File: config.mk
export PLATFORM = sky130hd
export DESIGN_NAME = tio_map
export DESIGN_NICKNAME = d
export VERILOG_FILES = /design/src/hdl/tio_pkg.sv /design/src/hdl/bin_func_decode.sv /design/src/hdl/aout_channel.sv /design/src/hdl/tio_map.sv
export VERILOG_INCLUDE_DIRS = /design/src /design/src/hdl
export SDC_FILE = /design/constraint.sdc
export NUM_CORES = 2
export LEC_CHECK = 0
export BUFFER_PORTS_ARGS = -buffer_cell sky130_fd_sc_hd__buf_4
export CORE_ASPECT_RATIO = 2
export CORE_MARGIN = 3
export CORE_UTILIZATION = 35
export DETAILED_ROUTE_END_ITERATION = 6
export PLACE_DENSITY = 0.58
export SETUP_SLACK_MARGIN = 0.1
export SYNTH_ARGS = -nofsm -noshare
export SYNTH_HDL_FRONTEND = slang
export SYNTH_SLANG_ARGS = --single-unit
File: constraint.sdc
create_clock -name aclk -period 16.05 [get_ports aclk]
set_input_delay 1.605 -clock aclk [delete_from_list [all_inputs] [get_ports aclk]]
set_output_delay 1.605 -clock aclk [all_outputs]
set_load 0.05 [all_outputs]
File: src/hdl/tio_params.svh
/*
 constants of the terminal I/O mapping block: addresses, limits, resets,
 scaling and timing. assumes byte addresses on a 7-bit AXI4-Lite bus.
*/
`ifndef TIO_PARAMS_SVH
`define TIO_PARAMS_SVH
`define CLK_PERIOD_NS 4
`define NS_PER_MS 1000000
`define FILT_STEP_MS 1
`define A_AO3 7'h00
`define A_AO4 7'h20
`define F_SRC 3'd0
`define F_MODE 3'd1
`define F_FTIME 3'd2
`define F_OFFS 3'd3
`define F_NORM 3'd4
`define A_BIN1 7'h40
`define A_BIN4_2 7'h54
`define A_POSCFG 7'h58
`define A_STATUS 7'h5c
`define A_VOLT3 7'h60
`define A_VOLT4 7'h64
`define ST_INHIBIT 0
`define ST_OPER 1
`define SRC_MAX 32'sd399
`define MODE_MAX 32'sd3
`define FTIME_MAX 32'sd10000
`define OFFS_LIM 32'sd2000
`define NORM_LIM 32'sd20000
`define FUNC_MAX 32'sd68
`define FUNC_RSVD 32'sd1
`define POSCFG_MAX 32'sd999
`define NORM_RST 16'sd1000
`define SRC_ZERO_A 9'd0
`define SRC_ZERO_B 9'd2
`define MODE_ABS 0
`define MODE_INV 1
`define PCT_SHIFT 14
`define NORM_UNIT 48'sd1000
`define OFFS_UNIT 48'sd533
`define FRAC_ZERO 16'h0000
`define DIV_STEPS 6'd34
`define FUNC_FIRST 7'd2
`define FUNC_LAST 7'd68
`define FUNC_CNT 69
`define PC_DIGIT_A 10'd2
`define PC_DIGIT_B 10'd3
`define DEC_BASE 10'd10
`define RESP_OKAY 2'b00
`define RESP_SLVERR 2'b10
`define RESP_DECERR 2'b11
`endif

File: src/hdl/tio_pkg.sv
/*
 types of the terminal I/O mapping block.
 assumes nothing of its surroundings.
*/
package tio_pkg;
  typedef enum logic [0:0] {
    F_IDLE = 1'b0,
    F_DIV = 1'b1
  } filt_state_e;
endpackage

File: src/hdl/bin_func_decode.sv
/*
 one function slot of a binary input: code and level to a one-hot vector.
 assumes the code was range-checked when written.
*/
`timescale 1ns/10ps
`include "tio_params.svh"
module bin_func_decode (
  input wire logic [6:0] code,
  input wire logic level,
  output logic [`FUNC_CNT-1:0] func_vec
);
  wire real_fn;
  assign real_fn = code >= `FUNC_FIRST && code <= `FUNC_LAST; // RQ9
  assign func_vec = (level && real_fn) ? (`FUNC_CNT'(1) << code) : '0;
endmodule

File: src/hdl/aout_channel.sv
/*
 one analog output channel: source pick, sign conditioning, low-pass,
 scaling and offset. assumes conn_value belongs to the number on src_sel
 in the same cycle and tick is a one-cycle pulse per filter step.
*/
`timescale 1ns/10ps
`include "tio_params.svh"
module aout_channel
  import tio_pkg::*;
(
  input wire logic aclk,
  input wire logic aresetn,
  input wire logic tick,
  input wire logic [8:0] src_sel,
  input wire logic [1:0] sign_mode,
  input wire logic [13:0] filter_time,
  input wire logic signed [11:0] offset,
  input wire logic signed [15:0] norm,
  input wire logic signed [15:0] conn_value,
  output logic signed [31:0] voltage
);
  wire is_zero;
  wire signed [16:0] sel_val;
  wire signed [16:0] mag;
  wire signed [16:0] cond;
  wire signed [32:0] x_q;
  wire signed [33:0] diff;
  wire [33:0] dvd_mag;
  wire [14:0] rem_sh;
  wire ge;
  wire [14:0] rem_nx;
  wire [33:0] quo_nx;
  wire signed [32:0] y_upd;
  wire signed [16:0] y_out;
  wire signed [47:0] scaled;
  wire signed [47:0] offs_term;
  filt_state_e st_reg;
  logic signed [32:0] y_q_reg;
  logic [5:0] cnt_reg;
  logic [14:0] rem_reg;
  logic [33:0] quo_reg;
  logic neg_reg;
  logic [14:0] div_reg;
  logic signed [31:0] volt_reg;

  assign is_zero = src_sel == `SRC_ZERO_A || src_sel == `SRC_ZERO_B; // RQ1
  assign sel_val = is_zero ? 17'sd0 : 17'(conn_value); // RQ1
  assign mag = (sign_mode[`MODE_ABS] && sel_val[16]) ? -sel_val : sel_val; // RQ2
  assign cond = sign_mode[`MODE_INV] ? -mag : mag; // RQ2
  assign x_q = {cond, `FRAC_ZERO};
  assign diff = 34'(x_q) - 34'(y_q_reg);
  assign dvd_mag = diff[33] ? 34'(-diff) : 34'(diff);
  assign rem_sh = {rem_reg[13:0], quo_reg[33]};
  assign ge = rem_sh >= div_reg;
  assign rem_nx = ge ? 15'(rem_sh - div_reg) : rem_sh;
  assign quo_nx = {quo_reg[32:0], ge};
  assign y_upd = neg_reg ? 33'(y_q_reg - $signed({1'b0, quo_nx}))
                         : 33'(y_q_reg + $signed({1'b0, quo_nx}));
  assign y_out = y_q_reg[32:16];
  assign scaled = (48'(y_out) * 48'(norm) * `NORM_UNIT) >>> `PCT_SHIFT; // RQ5
  assign offs_term = 48'(offset) * `OFFS_UNIT; // RQ4
  assign voltage = volt_reg;

  // first-order step: y += (x - y) / (T + 1), by serial division
  always_ff @(posedge aclk) begin
    if (!aresetn) begin
      st_reg <= F_IDLE;
      y_q_reg <= '0;
      cnt_reg <= '0;
      rem_reg <= '0;
      quo_reg <= '0;
      neg_reg <= 1'b0;
      div_reg <= '0;
    end else if (filter_time == '0) begin
      st_reg <= F_IDLE; // RQ3
      y_q_reg <= x_q; // RQ3
    end else begin
      unique case (st_reg)
        F_IDLE: begin
          if (tick) begin
            st_reg <= F_DIV; // RQ14
            quo_reg <= dvd_mag;
            neg_reg <= diff[33];
            rem_reg <= '0;
            cnt_reg <= `DIV_STEPS;
            div_reg <= 15'(filter_time) + 15'd1; // RQ14
          end
        end
        F_DIV: begin
          rem_reg <= rem_nx;
          quo_reg <= quo_nx;
          cnt_reg <= cnt_reg - 6'd1;
          if (cnt_reg == 6'd1) begin
            y_q_reg <= y_upd; // RQ14
            st_reg <= F_IDLE;
          end
        end
      endcase
    end
  end

  always_ff @(posedge aclk) begin
    if (!aresetn) begin
      volt_reg <= '0;
    end else begin
      volt_reg <= 32'(scaled + offs_term); // RQ4 RQ5
    end
  end
endmodule

File: src/hdl/tio_map.sv
/*
 terminal I/O mapping: two analog output channels and four binary input
 terminals configured over AXI4-Lite. assumes one clock aclk, inputs
 synchronous to it, and connector values supplied per selected number.
*/
// The placing of the registers and the AXI4-Lite register port were chosen for this implementation.
// Operation
// RQ1 - source select routes signal; 0 and 2 zero
// RQ2 - sign mode: signed, absolute, inverted, both
// RQ3 - filter time 0..10000 ms, zero bypasses
// RQ4 - signed offset in 5.33 mV steps, +-2000
// RQ5 - output is percent over 100% times normalization
// RQ6 - normalization default 10.00 V, 0.01 V steps
// RQ7 - analog settings other than normalization reset to zero
// RQ8 - analog settings change while running
// RQ9 - binary function codes 0..68, 1 reserved
// RQ10 - binary functions writable only when off-line
// RQ11 - config digit 2/3: input 1 resets counter
// RQ12 - input four carries three functions together
// RQ13 - off-line change raises switch-on inhibit
// RQ14 - filter is first-order, fixed sample rate
`timescale 1ns/10ps
`include "tio_params.svh"
module tio_map
  import tio_pkg::*;
#(
  parameter int unsigned MS_CYCLES = `FILT_STEP_MS * `NS_PER_MS / `CLK_PERIOD_NS
) (
  input wire logic aclk,
  input wire logic aresetn,
  input wire logic [6:0] awaddr,
  input wire logic awvalid,
  output logic awready,
  input wire logic [31:0] wdata,
  input wire logic [3:0] wstrb,
  input wire logic wvalid,
  output logic wready,
  output logic [1:0] bresp,
  output logic bvalid,
  input wire logic bready,
  input wire logic [6:0] araddr,
  input wire logic arvalid,
  output logic arready,
  output logic [31:0] rdata,
  output logic [1:0] rresp,
  output logic rvalid,
  input wire logic rready,
  input wire logic signed [15:0] aout3_conn_value,
  input wire logic signed [15:0] aout4_conn_value,
  output logic [8:0] aout3_conn_num,
  output logic [8:0] aout4_conn_num,
  output logic signed [31:0] aout3_voltage,
  output logic signed [31:0] aout4_voltage,
  input wire logic [3:0] bin_in,
  input wire logic drive_operating,
  input wire logic inhibit_ack,
  output logic [`FUNC_CNT-1:0] func_active,
  output logic pos_counter_reset,
  output logic switch_on_inhibit
);
  // analog output settings, index 0 is channel 3
  logic [8:0] src_reg [2];
  logic [1:0] mode_reg [2];
  logic [13:0] ftime_reg [2];
  logic signed [11:0] offs_reg [2];
  logic signed [15:0] norm_reg [2];
  // function slots: in1, in2, in3, in4 list 0..2
  logic [6:0] code_reg [6];
  logic [9:0] poscfg_reg;
  logic inhibit_reg;
  logic [`FUNC_CNT-1:0] func_reg;
  logic pos_rst_reg;
  logic [31:0] tick_cnt_reg;
  logic aw_held_reg;
  logic [6:0] aw_addr_reg;
  logic w_held_reg;
  logic [31:0] w_data_reg;
  logic [3:0] w_strb_reg;
  logic bvalid_reg;
  logic [1:0] bresp_reg;
  logic rvalid_reg;
  logic [31:0] rdata_reg;
  logic [1:0] rresp_reg;
  logic [`FUNC_CNT-1:0] slot_vec [6];
  logic [`FUNC_CNT-1:0] func_next;
  wire signed [31:0] volt [2];

  // register read view
  function automatic logic [31:0] read_word(input logic [6:0] a);
    logic [31:0] r;
    logic c;
    logic [2:0] slot;
    r = 32'h0000_0000;
    c = a[5];
    slot = 3'((a - `A_BIN1) >> 2);
    if (!a[6] && a[4:2] <= `F_NORM) begin
      case (a[4:2])
        `F_SRC: r = 32'(src_reg[c]);
        `F_MODE: r = 32'(mode_reg[c]);
        `F_FTIME: r = 32'(ftime_reg[c]);
        `F_OFFS: r = 32'(offs_reg[c]);
        default: r = 32'(norm_reg[c]);
      endcase
    end else if (a >= `A_BIN1 && a <= `A_BIN4_2) begin
      r = 32'(code_reg[slot]);
    end else begin
      case (a)
        `A_POSCFG: r = 32'(poscfg_reg);
        `A_STATUS: begin
          r[`ST_INHIBIT] = inhibit_reg;
          r[`ST_OPER] = drive_operating;
        end
        `A_VOLT3: r = volt[0];
        `A_VOLT4: r = volt[1];
        default: r = 32'h0000_0000;
      endcase
    end
    return r;
  endfunction

  function automatic logic mapped(input logic [6:0] a);
    return (!a[6] && a[4:2] <= `F_NORM) || (a >= `A_BIN1 && a <= `A_VOLT4);
  endfunction

  // write path decode
  wire do_wr;
  wire [6:0] wa;
  wire wr_ch;
  wire [2:0] wr_field;
  wire [2:0] wr_slot;
  wire wr_ao;
  wire wr_bin;
  wire wr_pc;
  wire wr_offline;
  wire [31:0] wmask;
  wire [31:0] merged;
  logic [31:0] cur_word;
  wire signed [31:0] ms;
  wire ao_rng;
  wire fn_rng;
  wire pc_rng;
  wire wr_ok;
  wire [1:0] wr_resp;
  wire [6:0] ra;
  wire ar_take;
  wire inhibit_set;
  wire [9:0] pc_digit;
  wire pc_reset_mode;
  wire tick;

  assign do_wr = aw_held_reg && w_held_reg && !bvalid_reg;
  assign wa = aw_addr_reg;
  assign wr_ch = wa[5];
  assign wr_field = wa[4:2];
  assign wr_slot = 3'((wa - `A_BIN1) >> 2);
  assign wr_ao = !wa[6] && wr_field <= `F_NORM;
  assign wr_bin = wa >= `A_BIN1 && wa <= `A_BIN4_2;
  assign wr_pc = wa == `A_POSCFG;
  assign wr_offline = wr_bin || wr_pc;
  assign wmask = {{8{w_strb_reg[3]}}, {8{w_strb_reg[2]}},
                  {8{w_strb_reg[1]}}, {8{w_strb_reg[0]}}};
  // process, so the merge also follows changes of the settings read
  always_comb begin
    cur_word = read_word(wa);
  end
  assign merged = (cur_word & ~wmask) | (w_data_reg & wmask);
  assign ms = merged;
  assign ao_rng = (wr_field == `F_SRC && ms >= 0 && ms <= `SRC_MAX) // RQ1
               || (wr_field == `F_MODE && ms >= 0 && ms <= `MODE_MAX) // RQ2
               || (wr_field == `F_FTIME && ms >= 0 && ms <= `FTIME_MAX) // RQ3
               || (wr_field == `F_OFFS && ms >= -`OFFS_LIM && ms <= `OFFS_LIM) // RQ4
               || (wr_field == `F_NORM && ms >= -`NORM_LIM && ms <= `NORM_LIM); // RQ6
  assign fn_rng = ms >= 0 && ms <= `FUNC_MAX && ms != `FUNC_RSVD; // RQ9
  assign pc_rng = ms >= 0 && ms <= `POSCFG_MAX;
  // analog writes are accepted at any time, off-line ones only when stopped
  assign wr_ok = (wr_ao && ao_rng) // RQ8
              || (wr_bin && fn_rng && !drive_operating) // RQ10
              || (wr_pc && pc_rng && !drive_operating); // RQ10
  assign wr_resp = wr_ok ? `RESP_OKAY
                 : (mapped(wa) ? `RESP_SLVERR : `RESP_DECERR);
  assign inhibit_set = do_wr && wr_ok && wr_offline; // RQ13

  assign ra = {araddr[6:2], 2'b00};
  assign ar_take = arvalid && arready;

  assign awready = !aw_held_reg;
  assign wready = !w_held_reg;
  assign bvalid = bvalid_reg;
  assign bresp = bresp_reg;
  assign arready = !rvalid_reg;
  assign rvalid = rvalid_reg;
  assign rdata = rdata_reg;
  assign rresp = rresp_reg;

  // bus handshakes, one write and one read at a time
  always_ff @(posedge aclk) begin
    if (!aresetn) begin
      aw_held_reg <= 1'b0;
      aw_addr_reg <= '0;
      w_held_reg <= 1'b0;
      w_data_reg <= '0;
      w_strb_reg <= '0;
      bvalid_reg <= 1'b0;
      bresp_reg <= `RESP_OKAY;
    end else begin
      if (awvalid && awready) begin
        aw_held_reg <= 1'b1;
        aw_addr_reg <= {awaddr[6:2], 2'b00};
      end else if (do_wr) begin
        aw_held_reg <= 1'b0;
      end
      if (wvalid && wready) begin
        w_held_reg <= 1'b1;
        w_data_reg <= wdata;
        w_strb_reg <= wstrb;
      end else if (do_wr) begin
        w_held_reg <= 1'b0;
      end
      if (do_wr) begin
        bvalid_reg <= 1'b1;
        bresp_reg <= wr_resp;
      end else if (bready) begin
        bvalid_reg <= 1'b0;
      end
    end
  end

  always_ff @(posedge aclk) begin
    if (!aresetn) begin
      rvalid_reg <= 1'b0;
      rdata_reg <= '0;
      rresp_reg <= `RESP_OKAY;
    end else if (ar_take) begin
      rvalid_reg <= 1'b1;
      rdata_reg <= mapped(ra) ? read_word(ra) : 32'h0000_0000;
      rresp_reg <= mapped(ra) ? `RESP_OKAY : `RESP_DECERR;
    end else if (rready) begin
      rvalid_reg <= 1'b0;
    end
  end

  // analog output settings
  always_ff @(posedge aclk) begin
    if (!aresetn) begin
      for (int i = 0; i < 2; i++) begin
        src_reg[i] <= '0; // RQ7
        mode_reg[i] <= '0; // RQ7
        ftime_reg[i] <= '0; // RQ7
        offs_reg[i] <= '0; // RQ7
        norm_reg[i] <= `NORM_RST; // RQ6
      end
    end else if (do_wr && wr_ok && wr_ao) begin
      case (wr_field)
        `F_SRC: src_reg[wr_ch] <= merged[8:0]; // RQ1
        `F_MODE: mode_reg[wr_ch] <= merged[1:0]; // RQ2
        `F_FTIME: ftime_reg[wr_ch] <= merged[13:0]; // RQ3
        `F_OFFS: offs_reg[wr_ch] <= merged[11:0]; // RQ4
        default: norm_reg[wr_ch] <= merged[15:0]; // RQ6
      endcase
    end
  end

  // binary input settings and switch-on inhibit
  always_ff @(posedge aclk) begin
    if (!aresetn) begin
      for (int i = 0; i < 6; i++) begin
        code_reg[i] <= '0; // RQ9
      end
      poscfg_reg <= '0;
      inhibit_reg <= 1'b0;
    end else begin
      if (do_wr && wr_ok && wr_bin) begin
        code_reg[wr_slot] <= merged[6:0]; // RQ9
      end
      if (do_wr && wr_ok && wr_pc) begin
        poscfg_reg <= merged[9:0]; // RQ11
      end
      // a new set wins over a same-cycle acknowledge
      if (inhibit_set) begin
        inhibit_reg <= 1'b1; // RQ13
      end else if (inhibit_ack) begin
        inhibit_reg <= 1'b0;
      end
    end
  end

  // filter step timebase
  assign tick = tick_cnt_reg == 32'(MS_CYCLES - 1);

  always_ff @(posedge aclk) begin
    if (!aresetn || tick) begin
      tick_cnt_reg <= '0; // RQ14
    end else begin
      tick_cnt_reg <= tick_cnt_reg + 32'd1;
    end
  end

  // function slots; the three slots of input four share its level
  for (genvar g = 0; g < 6; g++) begin : g_slot
    bin_func_decode u_dec (
      .code(code_reg[g]),
      .level(bin_in[(g < 3) ? g : 3]), // RQ12
      .func_vec(slot_vec[g])
    );
  end

  always_comb begin
    func_next = '0;
    for (int i = 0; i < 6; i++) begin
      func_next = func_next | slot_vec[i]; // RQ12
    end
  end

  assign pc_digit = poscfg_reg % `DEC_BASE;
  assign pc_reset_mode = pc_digit == `PC_DIGIT_A || pc_digit == `PC_DIGIT_B;

  always_ff @(posedge aclk) begin
    if (!aresetn) begin
      func_reg <= '0;
      pos_rst_reg <= 1'b0;
    end else begin
      func_reg <= func_next; // RQ9
      pos_rst_reg <= bin_in[0] && pc_reset_mode; // RQ11
    end
  end

  assign func_active = func_reg;
  assign pos_counter_reset = pos_rst_reg;
  assign switch_on_inhibit = inhibit_reg;
  assign aout3_conn_num = src_reg[0];
  assign aout4_conn_num = src_reg[1];
  assign aout3_voltage = volt[0];
  assign aout4_voltage = volt[1];

  aout_channel u_aout3 (
    .aclk(aclk),
    .aresetn(aresetn),
    .tick(tick),
    .src_sel(src_reg[0]),
    .sign_mode(mode_reg[0]),
    .filter_time(ftime_reg[0]),
    .offset(offs_reg[0]),
    .norm(norm_reg[0]),
    .conn_value(aout3_conn_value),
    .voltage(volt[0])
  );

  aout_channel u_aout4 (
    .aclk(aclk),
    .aresetn(aresetn),
    .tick(tick),
    .src_sel(src_reg[1]),
    .sign_mode(mode_reg[1]),
    .filter_time(ftime_reg[1]),
    .offset(offs_reg[1]),
    .norm(norm_reg[1]),
    .conn_value(aout4_conn_value),
    .voltage(volt[1])
  );
endmodule

==> results.ini <==
[logic_synthesis]
synthAdderAreaFrac_pct=32.6
synth_mux_area_share_pct=3.00
synth-compound-area-share_pct=15.1
synthesis.area_um2=79500
synthTopCellsByArea=fa_1 21%, dfxtp_1 12%, ha_1 11%, edfxtp_1 6.1%, inv_1 5.6%
synth.distinct_cells=111
synth_top_family_by_area=adder cells
synth-edff-count=162
synth_seq_area_share_pct=17.9
synth_seq_cells=631
ys.flop_type=dfxtp_1
yosysTopAreaCellShare_pct=21.2
synthSimpleGateAreaFrac_pct=17.2
synth_top_area_cell=fa_1
synth.avg_cell_area_um2=8.56
synth_warnings=0
async_reset_ff_share_pct=0
synth_xor_xnor_area_share_pct=6.27
netlist_instances=9283

[power_and_ir_drop]
ir_drop_uv=202
finalPower_mw=8.81
p_leak_nw=39.1
powerDensity_nw_per_um2=101

[sta]
rsz0062_at_grt=no
tightest_slew_ns=1.30
finalCriticalPeriod_ns=14.34
max_freq_ghz=0.0697
fin_worst_skew_ns=0.0674
fin_crit_sh_pct=89.4
worst_slack_ns=1.71
finalHoldViolations=0
setup_viol=0
tns_ns=0
slew_headroom_pct=13.0
drv_slew=0
final.hold.worst_slack_ns=0.441

[run]
drv_cap=0

[critical_path]
critPathKind=register to register
critPathMostFrequentCell=fa_1
max_stage_delay_ns=1.05
slowest_stage=dfxtp_1
startpoint_type=register
required_ns=16.68
ff2ff_path_depth=45
cp_max_fo=18
critPathCaptureType=register
cp.arrival_ns=14.97

[placed_design]
place_ws_ns=1.72
place.gp.congestion=1.00
hpwl_mm=246
place_area_um2=84700
numPortBuffers=284
dp_cells=12300

[final_layout]
utilization_pct=38.7
seq_area_um2=14300
design_area_um2=87200
final_cells=12400
multi_input_area_um2=59100
fillCellCount=22900
largest_reg_flops=69
syn_to_final_growth_pct=9.72
num-nets-final=11000
drive_above_1_share_pct=7.51

[grt]
antenna_found_initial=7
grt_usage_pct=25.5
met3_usage_pct=3.82
grt_util_met1_pct=25.3
grt_pass1_vias=72900
gr-usage-met2_pct=46.9
grt_max_degree=118
busiest_layer=met2
grt_pass1_wl_mm=449
gr-total-overflow=0

[route]
drt-total-wl_mm=301
drtIter0Drc=4215
num_vias=69500
ant_nets=0
viasPerCell=5.61
drc_errors=0
drt_pre_antenna_iters=6
wl_per_cell_um=24.3

[floorplan]
dieArea_um2=233000
start_util_pct=35.3
core_um2=225000
io_pins=289
die_h_um=680
rows=246
die_x_um=343

[clock_network]
clkSinkCount=631
cts_inserted_buffers=72
path_clk_slew_ns=0.07
cts_tree=yes
clockBufferDepth=3
cts_htree_levels=3
ctsHoldBuffers=0
post_cts_resized=0
post_cts.repair.setup_buffers=0
clkLatencyLatePin_ns=0.71
root_buffer=clkbuf_16

[run_status]
run_status=finished clean

[hold_path]
hold_path_class=register to register
holdPathStages=1

-- path summary, 6_finish.rpt --
check	start	end	slack (ns)
hold reg to reg	tick_cnt_reg[0]	tick_cnt_reg[0]	0.44
hold / removal	tick_cnt_reg[0]	tick_cnt_reg[0]	0.44
setup reg to reg	u_aout3.y_q_reg[18]	u_aout3.voltage[31]	1.71
setup / recovery	u_aout3.y_q_reg[18]	u_aout3.voltage[31]	1.71
-- synth_stat cells (35+ instances only) --
cell type,count
a211oi_1,89
a21o_1,110
a21oi_1,429
a22o_1,36
a22oi_1,95
a31oi_1,80
and2_1,243
and3_1,50
buf_1,41
clkbuf_1,334
dfxtp_1,469
edfxtp_1,162
fa_1,840
ha_1,729
inv_1,1189
mux2_2,35
mux2i_1,128
nand2_1,871
nand2b_1,109
nand3_1,151
nand4_1,54
nor2_1,813
nor2b_1,83
nor3_1,204
nor4_1,64
o211ai_1,43
o21a_1,69
o21ai_0,308
o21bai_1,40
o22ai_1,164
o31ai_1,44
or3_1,64
xnor2_1,398
xor2_1,168
-- where the power goes --
| part | switching, mW | internal, mW | leakage (nW) | total [mW] |
|---|---|---|---|---|
| clock network | 0.797 | 0.994 | 1.23 | 1.79 |
| registers | 0.248 | 1.74 | 5.44 | 1.99 |
| logic | 3.15 | 1.88 | 32.5 | 5.03 |
-- cell usage in the layout (no fill, tap or decap), types with 89 or more instances in the layout --
| cell | synthesis | layout |
|---|---|---|
| a211oi_1 | 89 | 89 |
| nand2b_1 | 109 | 109 |
| dfxtp_1 | 469 | 467 |
| inv_1 | 1189 | 1189 |
| nand3_1 | 151 | 151 |
| nor3_1 | 204 | 201 |
| edfxtp_1 | 162 | 162 |
| buf_4 | 21 | 412 |
| fa_1 | 840 | 840 |
| ha_1 | 729 | 729 |
| nor2_1 | 813 | 812 |
| o21ai_0 | 308 | 306 |
| a21o_1 | 110 | 110 |
| and2_1 | 243 | 242 |
| o22ai_1 | 164 | 164 |
| a22oi_1 | 95 | 95 |
| a21oi_1 | 429 | 427 |
| nand2_1 | 871 | 870 |
| xnor2_1 | 398 | 398 |
| xor2_1 | 168 | 168 |
| mux2i_1 | 128 | 127 |
-- worst max-delay path: cells and delay by family, from the launching register on --
family                     cells  cell delay (ns)
adders and majority gates     13             6.26
AOI/OAI and AO/OA             17             4.66
and+or+nand+nor                8             1.22
DFF                            1             1.05
xor gates and xnor gates       2             0.62
buffers and inverters          5             0.44
-- area by class of cell --
| class | instances | share of cell area, % |
|---|---|---|
| clock inverters | 38 | 0.531 |
| multi-input cells | 7047 | 67.8 |
| flip-flops and latches | 631 | 16.4 |
| inverters | 1191 | 5.14 |
| repair buffers | 412 | 3.55 |
| well taps | 2976 | 4.27 |
| clock buffers | 93 | 2.33 |
| diodes | 5 | 0.0143 |
-- per-layer routing --
layer  up-vias  wire (um)  share of wire [%]
li1      31600          -                  -
met1     34500     100000                 33
met2      2504     156000                 52
met3       923      16500                5.5
met4         2      29000                9.6
met5         -         13             0.0043
-- cell families after synthesis --
group                    after synthesis
XOR/XNOR                             567
multiplexers                         195
AO/OA/AOI/OAI                       1816
flip-flops                           631
other                                  1
AND/OR/NAND/NOR                     2884
adder cells (fa/ha/maj)             1569
buffers and inverters               1620
No activity file was read; power rests on OpenSTA's default activity.
